<file path="config.mk">
export PLATFORM = sky130hd
export DESIGN_NAME = scu_counter_unit
export DESIGN_NICKNAME = d
export VERILOG_FILES = /design/src/rtl/scu_pkg.sv /design/src/rtl/scu_clock_select.sv /design/src/rtl/scu_counter_unit.sv
export VERILOG_INCLUDE_DIRS = /design/src /design/src/rtl
export SDC_FILE = /design/constraint.sdc
export NUM_CORES = 1
export LEC_CHECK = 0
export BUFFER_PORTS_ARGS = -buffer_cell sky130_fd_sc_hd__buf_2
export CAP_MARGIN = 20
export CORE_UTILIZATION = 35
export CTS_CLUSTER_SIZE = 28
export DETAILED_ROUTE_END_ITERATION = 10
export GPL_TIMING_DRIVEN = 0
export PLACE_DENSITY_LB_ADDON = 0.25
export RECOVER_POWER = 50
export SLEW_MARGIN = 20
export SYNTH_ARGS = -nofsm -noshare
export SYNTH_HDL_FRONTEND = slang
export SYNTH_SLANG_ARGS = --single-unit
</file>
<file path="constraint.sdc">
create_clock -name sys_clk -period 3 [get_ports sys_clk]
set_input_delay 0.15 -clock sys_clk [delete_from_list [all_inputs] [get_ports sys_clk]]
set_output_delay 0.15 -clock sys_clk [all_outputs]
set_load 0.02 [all_outputs]
</file>
<file path="src/rtl/scu_consts.svh">
/*
 * constants for the sixteen-bit counter unit: register indices, field positions,
 * clock select codes, divider end counts and fixed top values.
 * assumes inclusion by bare name from the package and the design modules.
 */
`ifndef SCU_CONSTS_SVH
`define SCU_CONSTS_SVH

// ****************************************************************
// register indices on the byte-wide processor bus
// ****************************************************************
`define SCU_IDX_CTRL_A      4'h0
`define SCU_IDX_CTRL_B      4'h1
`define SCU_IDX_CNT_LO      4'h2
`define SCU_IDX_CNT_HI      4'h3
`define SCU_IDX_CMP_LO      4'h4
`define SCU_IDX_CMP_HI      4'h5
`define SCU_IDX_CAP_LO      4'h6
`define SCU_IDX_CAP_HI      4'h7
`define SCU_IDX_FLAGS       4'h8

// ****************************************************************
// field positions
// ****************************************************************
`define SCU_CSEL_MSB        2
`define SCU_CSEL_LSB        0
`define SCU_WGM_B_MSB       4
`define SCU_WGM_B_LSB       3
`define SCU_WGM_A_MSB       1
`define SCU_WGM_A_LSB       0
`define SCU_WRAP_BIT        0

// ****************************************************************
// reset values and codes
// ****************************************************************
`define SCU_RST_BYTE        8'h00
`define SCU_RST_WORD        16'h0000
`define SCU_CSEL_STOP       3'h0
`define SCU_CSEL_DIV1       3'h1
`define SCU_CSEL_DIV8       3'h2
`define SCU_CSEL_DIV64      3'h3
`define SCU_CSEL_DIV256     3'h4
`define SCU_CSEL_DIV1024    3'h5
`define SCU_CSEL_EXT_FALL   3'h6
`define SCU_CSEL_EXT_RISE   3'h7
`define SCU_DIV8_LAST       10'h007
`define SCU_DIV64_LAST      10'h03f
`define SCU_DIV256_LAST     10'h0ff
`define SCU_DIV1024_LAST    10'h3ff
`define SCU_TOP_8BIT        16'h00ff
`define SCU_TOP_9BIT        16'h01ff
`define SCU_TOP_10BIT       16'h03ff
`define SCU_MAX             16'hffff
`define SCU_BOTTOM          16'h0000
`define SCU_ONE             16'h0001

`endif

</file>
<file path="src/rtl/scu_pkg.sv">
/*
 * types shared by the sixteen-bit counter unit.
 * assumes scu_consts.svh is on the include path.
 */
`include "scu_consts.svh"

package scu_pkg;

	// processor bus request as seen by the timer
	typedef struct packed {
		logic [3:0] addr;
		logic       rd;
		logic       wr;
		logic [7:0] wdata;
	} scu_bus_req_type;

	// count sequence shapes derived from the mode field
	typedef enum logic [1:0] {
		SCU_SEQ_UP_WRAP  = 2'b00,
		SCU_SEQ_UP_CLEAR = 2'b01,
		SCU_SEQ_UP_DOWN  = 2'b11
	} scu_seq_type;

	// counter status flags
	typedef struct packed {
		logic top;
		logic bottom;
	} scu_ind_type;

endpackage

</file>
<file path="src/rtl/scu_clock_select.sv">
/*
 * count clock select: turns the clock select field into a one-cycle step
 * enable from an internal divider or a synchronised external pin edge.
 * assumes a single system clock; the external pin is asynchronous.
 */
`timescale 1ns/1ps
`default_nettype none
`include "scu_consts.svh"

module scu_clock_select
	import scu_pkg::*;
(
	input  wire logic       sys_clk,
	input  wire logic       rst,
	input  wire logic [2:0] clock_source_select,
	input  wire logic       ext_pin,
	output logic            count_clock
);

	logic [9:0] div_r;
	logic       pin_meta_r;
	logic       pin_sync_r;
	logic       pin_prev_r;
	logic       tick_nxt;

	// free prescaler divider, stopped only while the source is stopped
	always_ff @(posedge sys_clk) begin
		if (rst || clock_source_select == `SCU_CSEL_STOP)
			div_r <= 10'h000;
		else
			div_r <= div_r + 10'h001;
	end

	// two-stage synchroniser then a delayed copy for edge detection
	always_ff @(posedge sys_clk) begin
		if (rst) begin
			pin_meta_r <= 1'b0;
			pin_sync_r <= 1'b0;
			pin_prev_r <= 1'b0;
		end else begin
			pin_meta_r <= ext_pin;
			pin_sync_r <= pin_meta_r;
			pin_prev_r <= pin_sync_r;
		end
	end

	// internal or external source by the select code
	always_comb begin
		case (clock_source_select)
			`SCU_CSEL_STOP:     tick_nxt = 1'b0;
			`SCU_CSEL_DIV1:     tick_nxt = 1'b1;
			`SCU_CSEL_DIV8:     tick_nxt = ((div_r & `SCU_DIV8_LAST) == `SCU_DIV8_LAST); // low bits all ones
			`SCU_CSEL_DIV64:    tick_nxt = ((div_r & `SCU_DIV64_LAST) == `SCU_DIV64_LAST);
			`SCU_CSEL_DIV256:   tick_nxt = ((div_r & `SCU_DIV256_LAST) == `SCU_DIV256_LAST);
			`SCU_CSEL_DIV1024:  tick_nxt = (div_r == `SCU_DIV1024_LAST);
			`SCU_CSEL_EXT_FALL: tick_nxt = pin_prev_r & ~pin_sync_r;
			default:            tick_nxt = ~pin_prev_r & pin_sync_r;
		endcase
	end

	// step enable is a handshake-like strobe, combinational is fine here
	assign count_clock = tick_nxt;

endmodule

`default_nettype wire

</file>
<file path="src/rtl/scu_counter_unit.sv">
/*
 * sixteen-bit counter unit with byte-wide processor access through a shared
 * high-byte holding register, clock select, mode-driven count sequence and
 * wrap flag. compare and capture words sit behind the same holding register.
 * assumes a processor that issues one-cycle rd or wr strobes on sys_clk and
 * samples rdata in the cycle after a read strobe.
 * assumes rd and wr are never raised together; unmapped indices read as zero
 * and ignore writes.
 * assumes no capture unit drives the capture word, so the host may write it
 * in any mode; compare reads go straight to the word, not through holding.
 * assumes the external count pin is asynchronous to sys_clk.
 */
`timescale 1ns/1ps
`default_nettype none
`include "scu_consts.svh"

module scu_counter_unit
	import scu_pkg::*;
(
	input  wire logic             sys_clk,
	input  wire logic             rst,
	input  wire scu_bus_req_type  bus_req,
	output logic [7:0]            rdata,
	input  wire logic             ext_pin,
	output logic                  wrap_irq,
	output scu_ind_type           ind,
	output logic [15:0]           count_value
);

	// ****************************************************************
	// state
	// ****************************************************************
	logic [7:0]  timer_control_a_r;
	logic [7:0]  timer_control_b_r;
	logic [7:0]  hold_r;
	logic [15:0] count_r;
	logic [15:0] count_nxt;
	logic [15:0] compare_value_r;
	logic [15:0] capture_value_r;
	logic        down_r;
	logic        wrap_flag_r;
	logic        wrap_set;
	logic [7:0]  rdata_r;
	logic        cnt_write;
	logic        hold_write;
	logic        cnt_read_lo;
	logic        count_clock;
	logic [3:0]  waveform_mode_select;
	logic [15:0] top_value;
	scu_seq_type seq;

	// decodes a bus address against one register index
	function automatic logic hit(input logic [3:0] a, input logic [3:0] idx);
		hit = (a == idx);
	endfunction

	// ****************************************************************
	// bus strobe decode
	// ****************************************************************
	// the low-byte counter write is decoded once because three processes must
	// agree that it drops the step, freezes the turn and blocks the wrap set
	assign cnt_write   = bus_req.wr && hit(bus_req.addr, `SCU_IDX_CNT_LO);
	// every high-byte location lands in the one holding register
	assign hold_write  = bus_req.wr && (hit(bus_req.addr, `SCU_IDX_CNT_HI)
		|| hit(bus_req.addr, `SCU_IDX_CMP_HI) || hit(bus_req.addr, `SCU_IDX_CAP_HI));
	assign cnt_read_lo = bus_req.rd && hit(bus_req.addr, `SCU_IDX_CNT_LO);

	// ****************************************************************
	// count clock and mode decode
	// ****************************************************************
	// the step enable is one cycle wide, so each counting process sees a step once
	scu_clock_select u_clock_select (
		.sys_clk             (sys_clk),
		.rst                 (rst),
		.clock_source_select (timer_control_b_r[`SCU_CSEL_MSB:`SCU_CSEL_LSB]),
		.ext_pin             (ext_pin),
		.count_clock         (count_clock)
	);

	// mode bits 3:2 live in control b, 1:0 in control a
	assign waveform_mode_select = {timer_control_b_r[`SCU_WGM_B_MSB:`SCU_WGM_B_LSB],
		timer_control_a_r[`SCU_WGM_A_MSB:`SCU_WGM_A_LSB]};

	// top value and sequence shape per mode; compare/capture may set top
	// fixed tops of 8, 9 and 10 bits exist in both shapes; code 13 has no
	// sequence of its own and falls back to the free-running wrap, the
	// harmless choice when a stray write selects it
	// a top taken from a word follows host writes at once, with no buffering
	always_comb begin
		top_value = `SCU_MAX;
		seq       = SCU_SEQ_UP_WRAP;
		case (waveform_mode_select)
			4'h1: begin top_value = `SCU_TOP_8BIT;  seq = SCU_SEQ_UP_DOWN; end
			4'h2: begin top_value = `SCU_TOP_9BIT;  seq = SCU_SEQ_UP_DOWN; end
			4'h3: begin top_value = `SCU_TOP_10BIT; seq = SCU_SEQ_UP_DOWN; end
			4'h4: begin top_value = compare_value_r; seq = SCU_SEQ_UP_CLEAR; end
			4'h5: begin top_value = `SCU_TOP_8BIT;  seq = SCU_SEQ_UP_CLEAR; end
			4'h6: begin top_value = `SCU_TOP_9BIT;  seq = SCU_SEQ_UP_CLEAR; end
			4'h7: begin top_value = `SCU_TOP_10BIT; seq = SCU_SEQ_UP_CLEAR; end
			4'h8, 4'ha: begin top_value = capture_value_r; seq = SCU_SEQ_UP_DOWN; end
			4'h9, 4'hb: begin top_value = compare_value_r; seq = SCU_SEQ_UP_DOWN; end
			4'hc: begin top_value = capture_value_r; seq = SCU_SEQ_UP_CLEAR; end
			4'he: begin top_value = capture_value_r; seq = SCU_SEQ_UP_CLEAR; end
			4'hf: begin top_value = compare_value_r; seq = SCU_SEQ_UP_CLEAR; end
			default: begin top_value = `SCU_MAX; seq = SCU_SEQ_UP_WRAP; end
		endcase
	end

	// top and bottom indications from the live count
	// combinational, so a later waveform stage can act in the same cycle as the count
	assign ind.top    = (count_r == top_value);
	assign ind.bottom = (count_r == `SCU_BOTTOM);

	// ****************************************************************
	// next count value
	// ****************************************************************
	// one step per count clock; direction reverses at the sequence ends
	// the turn and the step away from an end happen together, so each end lasts one step
	// the wrap set rides on the step, so a dropped step never raises the flag
	always_comb begin
		count_nxt = count_r;
		wrap_set  = 1'b0;
		if (count_clock) begin
			case (seq)
				SCU_SEQ_UP_CLEAR: begin
					if (ind.top) begin
						count_nxt = `SCU_BOTTOM;
						wrap_set  = (top_value == `SCU_MAX) || waveform_mode_select[0] || waveform_mode_select[1];
					end else
						count_nxt = count_r + `SCU_ONE;
				end
				SCU_SEQ_UP_DOWN: begin
					if (down_r && !ind.bottom)
						count_nxt = count_r - `SCU_ONE;
					else if (!down_r && !ind.top)
						count_nxt = count_r + `SCU_ONE;
					else if (down_r)
						count_nxt = count_r + `SCU_ONE;
					else
						count_nxt = count_r - `SCU_ONE;
					wrap_set = down_r && ind.bottom;
				end
				default: begin
					count_nxt = count_r + `SCU_ONE;
					wrap_set  = (count_r == `SCU_MAX);
				end
			endcase
		end
	end

	// counter register; a processor low-byte write wins over any step
	// the step is dropped, not delayed, so the word lands exactly as written
	always_ff @(posedge sys_clk) begin
		if (rst)
			count_r <= `SCU_RST_WORD;
		else if (cnt_write)
			count_r <= {hold_r, bus_req.wdata};
		else
			count_r <= count_nxt;
	end

	// direction for up-down sequences; turns at top and bottom
	// a counter write freezes the direction, so counting resumes from the written value
	always_ff @(posedge sys_clk) begin
		if (rst)
			down_r <= 1'b0;
		else if (seq != SCU_SEQ_UP_DOWN)
			down_r <= 1'b0;
		else if (count_clock && !cnt_write) begin
			if (ind.top)
				down_r <= 1'b1;
			else if (ind.bottom)
				down_r <= 1'b0;
		end
	end

	// ****************************************************************
	// shared high-byte holding register
	// ****************************************************************
	// a count or capture low-byte read copies that word's upper byte; only those or a high write change it,
	// so one written high byte can feed several low-byte writes
	// compare reads skip it, so a compare read never refreshes the high byte;
	// a host that shares it with interrupt code must fence each pair itself
	always_ff @(posedge sys_clk) begin
		if (rst)
			hold_r <= `SCU_RST_BYTE;
		else if (hold_write)
			hold_r <= bus_req.wdata;
		else if (cnt_read_lo)
			hold_r <= count_r[15:8];
		else if (bus_req.rd && hit(bus_req.addr, `SCU_IDX_CAP_LO))
			hold_r <= capture_value_r[15:8];
	end

	// compare and capture words load whole from the holding register
	// whole-word loads keep a half-updated top from ever reaching the sequence,
	// at the cost of the host always writing the high byte first
	always_ff @(posedge sys_clk) begin
		if (rst) begin
			compare_value_r <= `SCU_RST_WORD;
			capture_value_r <= `SCU_RST_WORD;
		end else begin
			if (bus_req.wr && hit(bus_req.addr, `SCU_IDX_CMP_LO))
				compare_value_r <= {hold_r, bus_req.wdata};
			if (bus_req.wr && hit(bus_req.addr, `SCU_IDX_CAP_LO))
				capture_value_r <= {hold_r, bus_req.wdata};
		end
	end

	// ****************************************************************
	// control registers and wrap flag
	// ****************************************************************
	// control bytes load whole; a new clock select acts from the next edge and
	// leaving stop restarts the divider, so the first prescaled step comes a
	// full period after the start
	always_ff @(posedge sys_clk) begin
		if (rst) begin
			timer_control_a_r <= `SCU_RST_BYTE;
			timer_control_b_r <= `SCU_RST_BYTE;
		end else if (bus_req.wr) begin
			if (hit(bus_req.addr, `SCU_IDX_CTRL_A))
				timer_control_a_r <= bus_req.wdata;
			else if (hit(bus_req.addr, `SCU_IDX_CTRL_B))
				timer_control_b_r <= bus_req.wdata;
		end
	end

	// set wins over a write-one clear in the same cycle; a counter write
	// suppresses the step and therefore the set as well
	// clearing is write-one, so a read-modify-write of other bits clears it if it reads the flag back set
	always_ff @(posedge sys_clk) begin
		if (rst)
			wrap_flag_r <= 1'b0;
		else if (wrap_set && !cnt_write)
			wrap_flag_r <= 1'b1;
		else if (bus_req.wr && hit(bus_req.addr, `SCU_IDX_FLAGS) && bus_req.wdata[`SCU_WRAP_BIT])
			wrap_flag_r <= 1'b0;
	end

	// ****************************************************************
	// outputs
	// ****************************************************************
	// the flag is a plain level, so the host may poll it or wire it to an interrupt
	assign wrap_irq    = wrap_flag_r;
	assign count_value = count_r;

	// ****************************************************************
	// read data
	// ****************************************************************
	// registered read data, valid the cycle after the read strobe
	// unmapped indices read zero so a stray read never returns stale data;
	// the byte then stands until the next read strobe
	always_ff @(posedge sys_clk) begin
		if (rst)
			rdata_r <= `SCU_RST_BYTE;
		else if (bus_req.rd) begin
			if (hit(bus_req.addr, `SCU_IDX_CTRL_A))
				rdata_r <= timer_control_a_r;
			else if (hit(bus_req.addr, `SCU_IDX_CTRL_B))
				rdata_r <= timer_control_b_r;
			else if (hit(bus_req.addr, `SCU_IDX_CNT_LO))
				rdata_r <= count_r[7:0];
			else if (hit(bus_req.addr, `SCU_IDX_CNT_HI) || hit(bus_req.addr, `SCU_IDX_CAP_HI))
				rdata_r <= hold_r;
			else if (hit(bus_req.addr, `SCU_IDX_CMP_LO))
				rdata_r <= compare_value_r[7:0];
			else if (hit(bus_req.addr, `SCU_IDX_CMP_HI))
				rdata_r <= compare_value_r[15:8];
			else if (hit(bus_req.addr, `SCU_IDX_CAP_LO))
				rdata_r <= capture_value_r[7:0];
			else if (hit(bus_req.addr, `SCU_IDX_FLAGS))
				rdata_r <= {7'h00, wrap_flag_r};
			else
				rdata_r <= `SCU_RST_BYTE;
		end
	end

	assign rdata = rdata_r;

endmodule

`default_nettype wire

</file>
Word level (Yosys, flattened, before mapping) --
Cells that the tools add are included.
Operators by class: $add $sub $neg 3, eq/ne operators 38, muxes and demuxes 28, bitwise operators 5, reduce and logical (&&, ||, !) cells 41
Operators by type and width (count):
- 16-bit 2-to-1 mux | 6
- 8-bit 2-to-1 mux | 10
- 16-bit case mux with 5 select lines | 1
- 16-bit equality test, second input constant | 2
- 4-bit by 3-bit equality test with 1-bit output, second input constant | 8
- 4-bit equality test, second input constant | 8
- 16-bit case mux with 2 select lines | 1
- 16-bit by 1-bit adder with 16-bit output, second input constant | 1
- 16-bit equality test | 1
- 4-bit by 2-bit equality test with 1-bit output, second input constant | 4
- 16-bit zero test | 1
- 16-bit by 1-bit subtractor with 16-bit output, second input constant | 1
- 7-bit OR reduction | 2
- 1-bit logical AND | 13
- 3-bit equality test, second input constant | 4
- 10-bit by 1-bit adder with 10-bit output, second input constant | 1
- 10-bit equality test, second input constant | 1
- 4-bit by 1-bit equality test with 1-bit output, second input constant | 2
- 8-bit equality test, second input constant | 1
- 2-bit OR reduction | 4
- 4-bit OR reduction | 2
- 1-bit 2-to-1 mux | 7
- 1-bit case mux with 7 select lines | 1
- 3-bit by 2-bit equality test with 1-bit output, second input constant | 2
- 17 further kinds | 31
Word-level totals: register bits after elaboration 95, input port bits 17, word-level logic and storage cells 128

Longest topological paths before layout --
word-level depth 11, gate-level depth with buffers 13, depth with buffers taken out 10

Modules after synthesis --
From an unflattened synthesis, not the netlist that was laid out.
Unflattened totals: cell total of the unflattened synthesis 875, area total of the unflattened synthesis 6318.6 µm²
Modules (own cells, without submodules):
- scu_counter_unit | instances 1, cells an instance 811, area each 5768.0 µm², sequential area each 1641.6 µm²
- scu_clock_select | instances 1, cells an instance 64, area each 550.5 µm², sequential area each 260.2 µm²

Worst setup path after synthesis --
Ideal clock, no wire load.
path kind register to register, from register timer_control_a_r[0], to register count_r[9], in the netlist count_value[9], data arrival time 3.429 ns, slack -0.562 ns, stages on the path, launching flop included 11, cell sequence dfxtp_1 buf_6 or4_4 and3_4 nand3_2 or4b_4 or3_4 nor4_1 a21oi_1 or4b_1 o211ai_1
RTL lines:
- start: declaration | RTL line scu_counter_unit.sv:33 | logic [7:0] timer_control_a_r;
- start signal: assignment | RTL line scu_counter_unit.sv:218 | timer_control_a_r <= `SCU_RST_BYTE;
- start signal: assignment | RTL line scu_counter_unit.sv:222 | timer_control_a_r <= bus_req.wdata;
- end signal: assignment | RTL line scu_counter_unit.sv:155 | count_r <= `SCU_RST_WORD;
- end signal: assignment | RTL line scu_counter_unit.sv:157 | count_r <= {hold_r, bus_req.wdata};
- end signal: assignment | RTL line scu_counter_unit.sv:159 | count_r <= count_nxt;
- end: declaration | RTL line scu_counter_unit.sv:36 | logic [15:0] count_r;

Final worst setup path --
from register timer_control_b_r[3], to register count_r[9], in the netlist count_value[9]
Between the ends: longest elaborated chain between the ends 11
RTL lines:
- start: declaration | RTL line scu_counter_unit.sv:34 | logic [7:0] timer_control_b_r;
- start signal: assignment | RTL line scu_counter_unit.sv:219 | timer_control_b_r <= `SCU_RST_BYTE;
- start signal: assignment | RTL line scu_counter_unit.sv:224 | timer_control_b_r <= bus_req.wdata;
- 4-bit equality test (tied with other cells) | RTL line scu_counter_unit.sv:92 | case (waveform_mode_select)
- 4-bit OR reduction (no line) / 2-bit OR reduction (equally long branches)
- 16-bit case mux with 5 select lines | RTL line scu_counter_unit.sv:92
- 16-bit equality test | RTL line scu_counter_unit.sv:111 | assign ind.top = (count_r == top_value);
- 1-bit zero test | RTL line scu_counter_unit.sv:135 | else if (!down_r && !ind.top)
- 1-bit logical AND | RTL line scu_counter_unit.sv:135
- 16-bit 2-to-1 mux | RTL line scu_counter_unit.sv:135
- 16-bit 2-to-1 mux | RTL line scu_counter_unit.sv:133 | if (down_r && !ind.bottom)
- 16-bit case mux with 2 select lines (*) | RTL line scu_counter_unit.sv:124 | case (seq)
- 16-bit 2-to-1 mux (*) | RTL line scu_counter_unit.sv:123 | if (count_clock) begin
- 16-bit 2-to-1 mux (*) | RTL line scu_counter_unit.sv:156 | else if (cnt_write)
Every way passes the cells marked *; elsewhere a longest branch is shown, timed or not. The select of a mux whose other input is x is not followed. A chain may end at the register's enable or synchronous reset.

==> metrics.txt <==
status finished with violations; violated checks setup timing; Routed WL 23.51 mm; Core Area ~0.017 mm2; DRT antenna net count 0; vias per cell roughly 6; Routability Congestion between 0.9 and 1; Worst R2R Path Depth 10; CP Cell Sequence or4_4, and3_4, nand3_2, or4b_4, or3_4, buf_6, o41ai_4, a211oi_1, or4b_1, o211ai_1; crit-path max FO 4; post-layout net count around 900; Chip Height around 130 um; CTS buffer count 9; Synth cell types 71; Worst R2R Setup Slack -0.40 ns; clock share of power between 30% and 40%; sw frac 29.70%; Setup CP Type reg -> reg; switching power 0.8333 mW; slowest stage delay, CP 0.55 ns; starting density of the core between 30% and 40%; first-pass GRT wire length 35.49 mm; area leader, netlist dfxtp_1; # diodes 0; Seq/Total Area, Yosys between 30% and 40%; Initial DRT Pass Iterations 6; Congestion Overflow GR 0; Final Cycle Share 113.2%; Die W 132.0 um; DR iter-0 viols 755; FP Rows 47; Post-DP Area 0.006422 mm2; endpoint type of the worst setup path flop; vias in the first global route 6043; Post-synth top cells nand2_1 (96), dfxtp_1 (95), nor2_1 (94), a21oi_1 (59), clkbuf_1 (50); DRC Markers 0; Synth area leaders dfxtp_1 (32%), mux2i_1 (6.4%), nand2_1 (6.1%); Post-synth EDFFs 0; HP Start bus_req[7]; Final min period 3.397 ns; Synth Flop Type dfxtp_1; FMAX about 290 MHz; area grow syn2layout 21.79%; peak supply drop roughly 0.3 mV; maxcap violations 0; layout cell share with drive strength beyond 1 15.65%; worst path bufs/invs 1; Mean Syn Cell Area approximately 7.5 um2; pin count of the biggest net entering global routing 17; hold endpoint compare_value_r[7]$_SDFFE_PP0P_; RSZ-0062 raised after global routing true; die area roughly 0.017 mm2; Final HPWL DP between 15 and 20 mm; hold depth 3; post-place setup slack -0.7974 ns; synth warn 0; CP Launch Type flop; Final WS setup -0.3975 ns; drt wl/cell 21.59 um; CTS Buffer Depth 2; final std cell area, no fill approximately 0.0072 mm2; CTS tree yes; Reg2Reg Capture Point count_value[9]$_SDFFE_PP0P_; worst clock skew roughly 0.013 ns; worst-margin pin slew between 0.9 and 1 ns; power per cell area between 300 and 400 mW/mm2; register bit total from synthesis 95; Cell Area, Synth ~0.0059 mm2; worst r2r src timer_control_b_r[3]$_SDFFE_PP0P_; FFs w/ async S/R, synth 0%; CTS H-tree lvls 3; total number of vias approximately 6600; total track usage 26.90%; Sequential Power Share a little under half; CP max stage cell or4_4; internal power just under 2 mW; Synth Net Count 812; antenna violations before repair 0; final hold vios 0; top-count cell post-synth nand2_1; Clock Tree Root clkbuf_16; clock transition at the registers of the reported paths roughly 0.08 ns; Worst Hold Class in -> reg; Synth top area share between 30 and 40%; io pins 44; leakage roughly 2.6 nW; clk sink count 95; CP Data Arrival Time roughly 3.7 ns; Critical Path RT 3.27 ns; Comb power frac 13.6%; relative slew slack between 30% and 40%; clk_lat worst skew 0.37 ns; synthesized instance count around 800; final setup fails 18; max-slew violation count 0; PortBufs 39; family with the most delay on the worst path simple AND/OR/NAND/NOR gates
==> worst register-to-register path, cell delays in order (launching register included) <==
cell and delay, ns:
dfxtp_4 0.35, or4_4 0.55, and3_4 0.20, nand3_2 0.06, or4b_4 0.47, or3_4 0.40
buf_6 0.13, o41ai_4 0.33, a211oi_1 0.16, or4b_1 0.53, o211ai_1 0.12
==> per-layer routing <==
layer,wire (um),GRT usage [%]
met1,9771,35.77
met2,10550,41.03
met3,2230,5.844
met4,957,13.31
met5,0,0
==> what timing repair did <==
item                                    CTS  global route
resized for setup                        51            39
pin swaps                                14            25
endpoints found under the setup margin   19            18
buffers inserted                         19             8
hold buffers                              1             0
hold endpoints to repair                  1             0
==> layout make-up <==
cell class	instances	area (um2)
fillers	1699	9321
multi-input cells	614	3980
flip-flops and latches	95	1911
repair buffers	67	425.4
well taps	220	275.3
plain buffers	52	242.7
clock buffers	10	229.0
inverters	25	95.09
clock inverters	6	45.04
==> worst max-delay path by stage <==
stage	slack (ns)	depth (start not counted)	to	start
2_1_floorplan	-0.14	11	count_value[13]$_SDFFE_PP0P_	timer_control_a_r[0]$_SDFFE_PP0P_
3_3_place_gp	-0.84	11	count_value[2]$_SDFFE_PP0P_	timer_control_b_r[4]$_SDFFE_PP0P_
3_5_place_dp	-0.80	12	count_value[2]$_SDFFE_PP0P_	timer_control_a_r[0]$_SDFFE_PP0P_
4_1_cts	-0.30	11	count_value[2]$_SDFFE_PP0P_	timer_control_b_r[3]$_SDFFE_PP0P_
5_1_grt	-0.45	10	count_value[9]$_SDFFE_PP0P_	timer_control_b_r[3]$_SDFFE_PP0P_
6_report	-0.40	10	count_value[9]$_SDFFE_PP0P_	timer_control_b_r[3]$_SDFFE_PP0P_
==> cell families after synthesis <==
family / count (synthesis) / share of synthesized area (%)
fa+ha+maj: 5 / 1.058
compound gates: 214 / 24.18
flops: 95 / 32.16
mux: 38 / 6.431
buf+inv: 81 / 5.416
xor+xnor: 20 / 2.962
simple gates: 337 / 27.80
==> metrics by stage <==
stage                     std cells  TNS, ns  hold slack [ns]  total power [mW]  utilization (%)
after global placement         1049   -11.59           0.3690             1.686            38.87
after global routing           1089   -6.256           0.1320             2.890            43.59
after CTS                      1082   -3.570           0.1206             2.798            42.44
after detailed placement       1049   -10.67           0.3698             1.683            38.87
after floorplan                 790  -0.4341           0.2782             1.559                -
final                          1089   -4.789           0.1235             2.806            43.59
==> sequential cells by signal (all words and copies together) (netlist names) <==
signal	cells
timer_control_b_r	8
compare_value_r	16
rdata	8
capture_value_r	16
u_clock_select.pin_meta_r	1
u_clock_select.div_r	10
u_clock_select.pin_prev_r	1
hold_r	8
u_clock_select.pin_sync_r	1
timer_control_a_r	8
wrap_irq	1
count_value	16
down_r	1
==> cell usage in the layout (no fill, tap or decap), types with 6 or more instances in the layout <==
master	synthesis	layout
inv_1	23	22
o22ai_1	14	12
nand2_1	96	95
a31oi_1	8	8
o21a_1	6	6
or3_1	11	10
o211ai_1	7	7
a21oi_1	59	58
a221oi_1	10	9
nor3_1	34	32
and3_1	9	9
nand2b_1	10	7
xnor2_1	12	12
mux2i_1	38	37
clkbuf_1	50	57
nor2b_1	11	10
clkbuf_16	0	9
buf_2	1	16
buf_6	2	9
nor2_1	94	91
xor2_1	8	8
dfxtp_1	95	90
a211oi_1	18	13
buf_4	0	22
nand3_1	23	21
o21ai_0	31	28
nand4_1	6	6
clkbuf_4	0	6
==> power by group through the flow <==
| stage | clock network (mW) | logic (mW) | registers [mW] |
|---|---|---|---|
| global route | 1.17 | 0.406 | 1.31 |
| finish | 1.11 | 0.381 | 1.31 |
| floorplan | 0 | 0.221 | 1.34 |
| global placement | 0 | 0.350 | 1.34 |
| CTS | 1.13 | 0.364 | 1.31 |
| detailed placement | 0 | 0.347 | 1.34 |
Power figures use the tool's default switching activity.
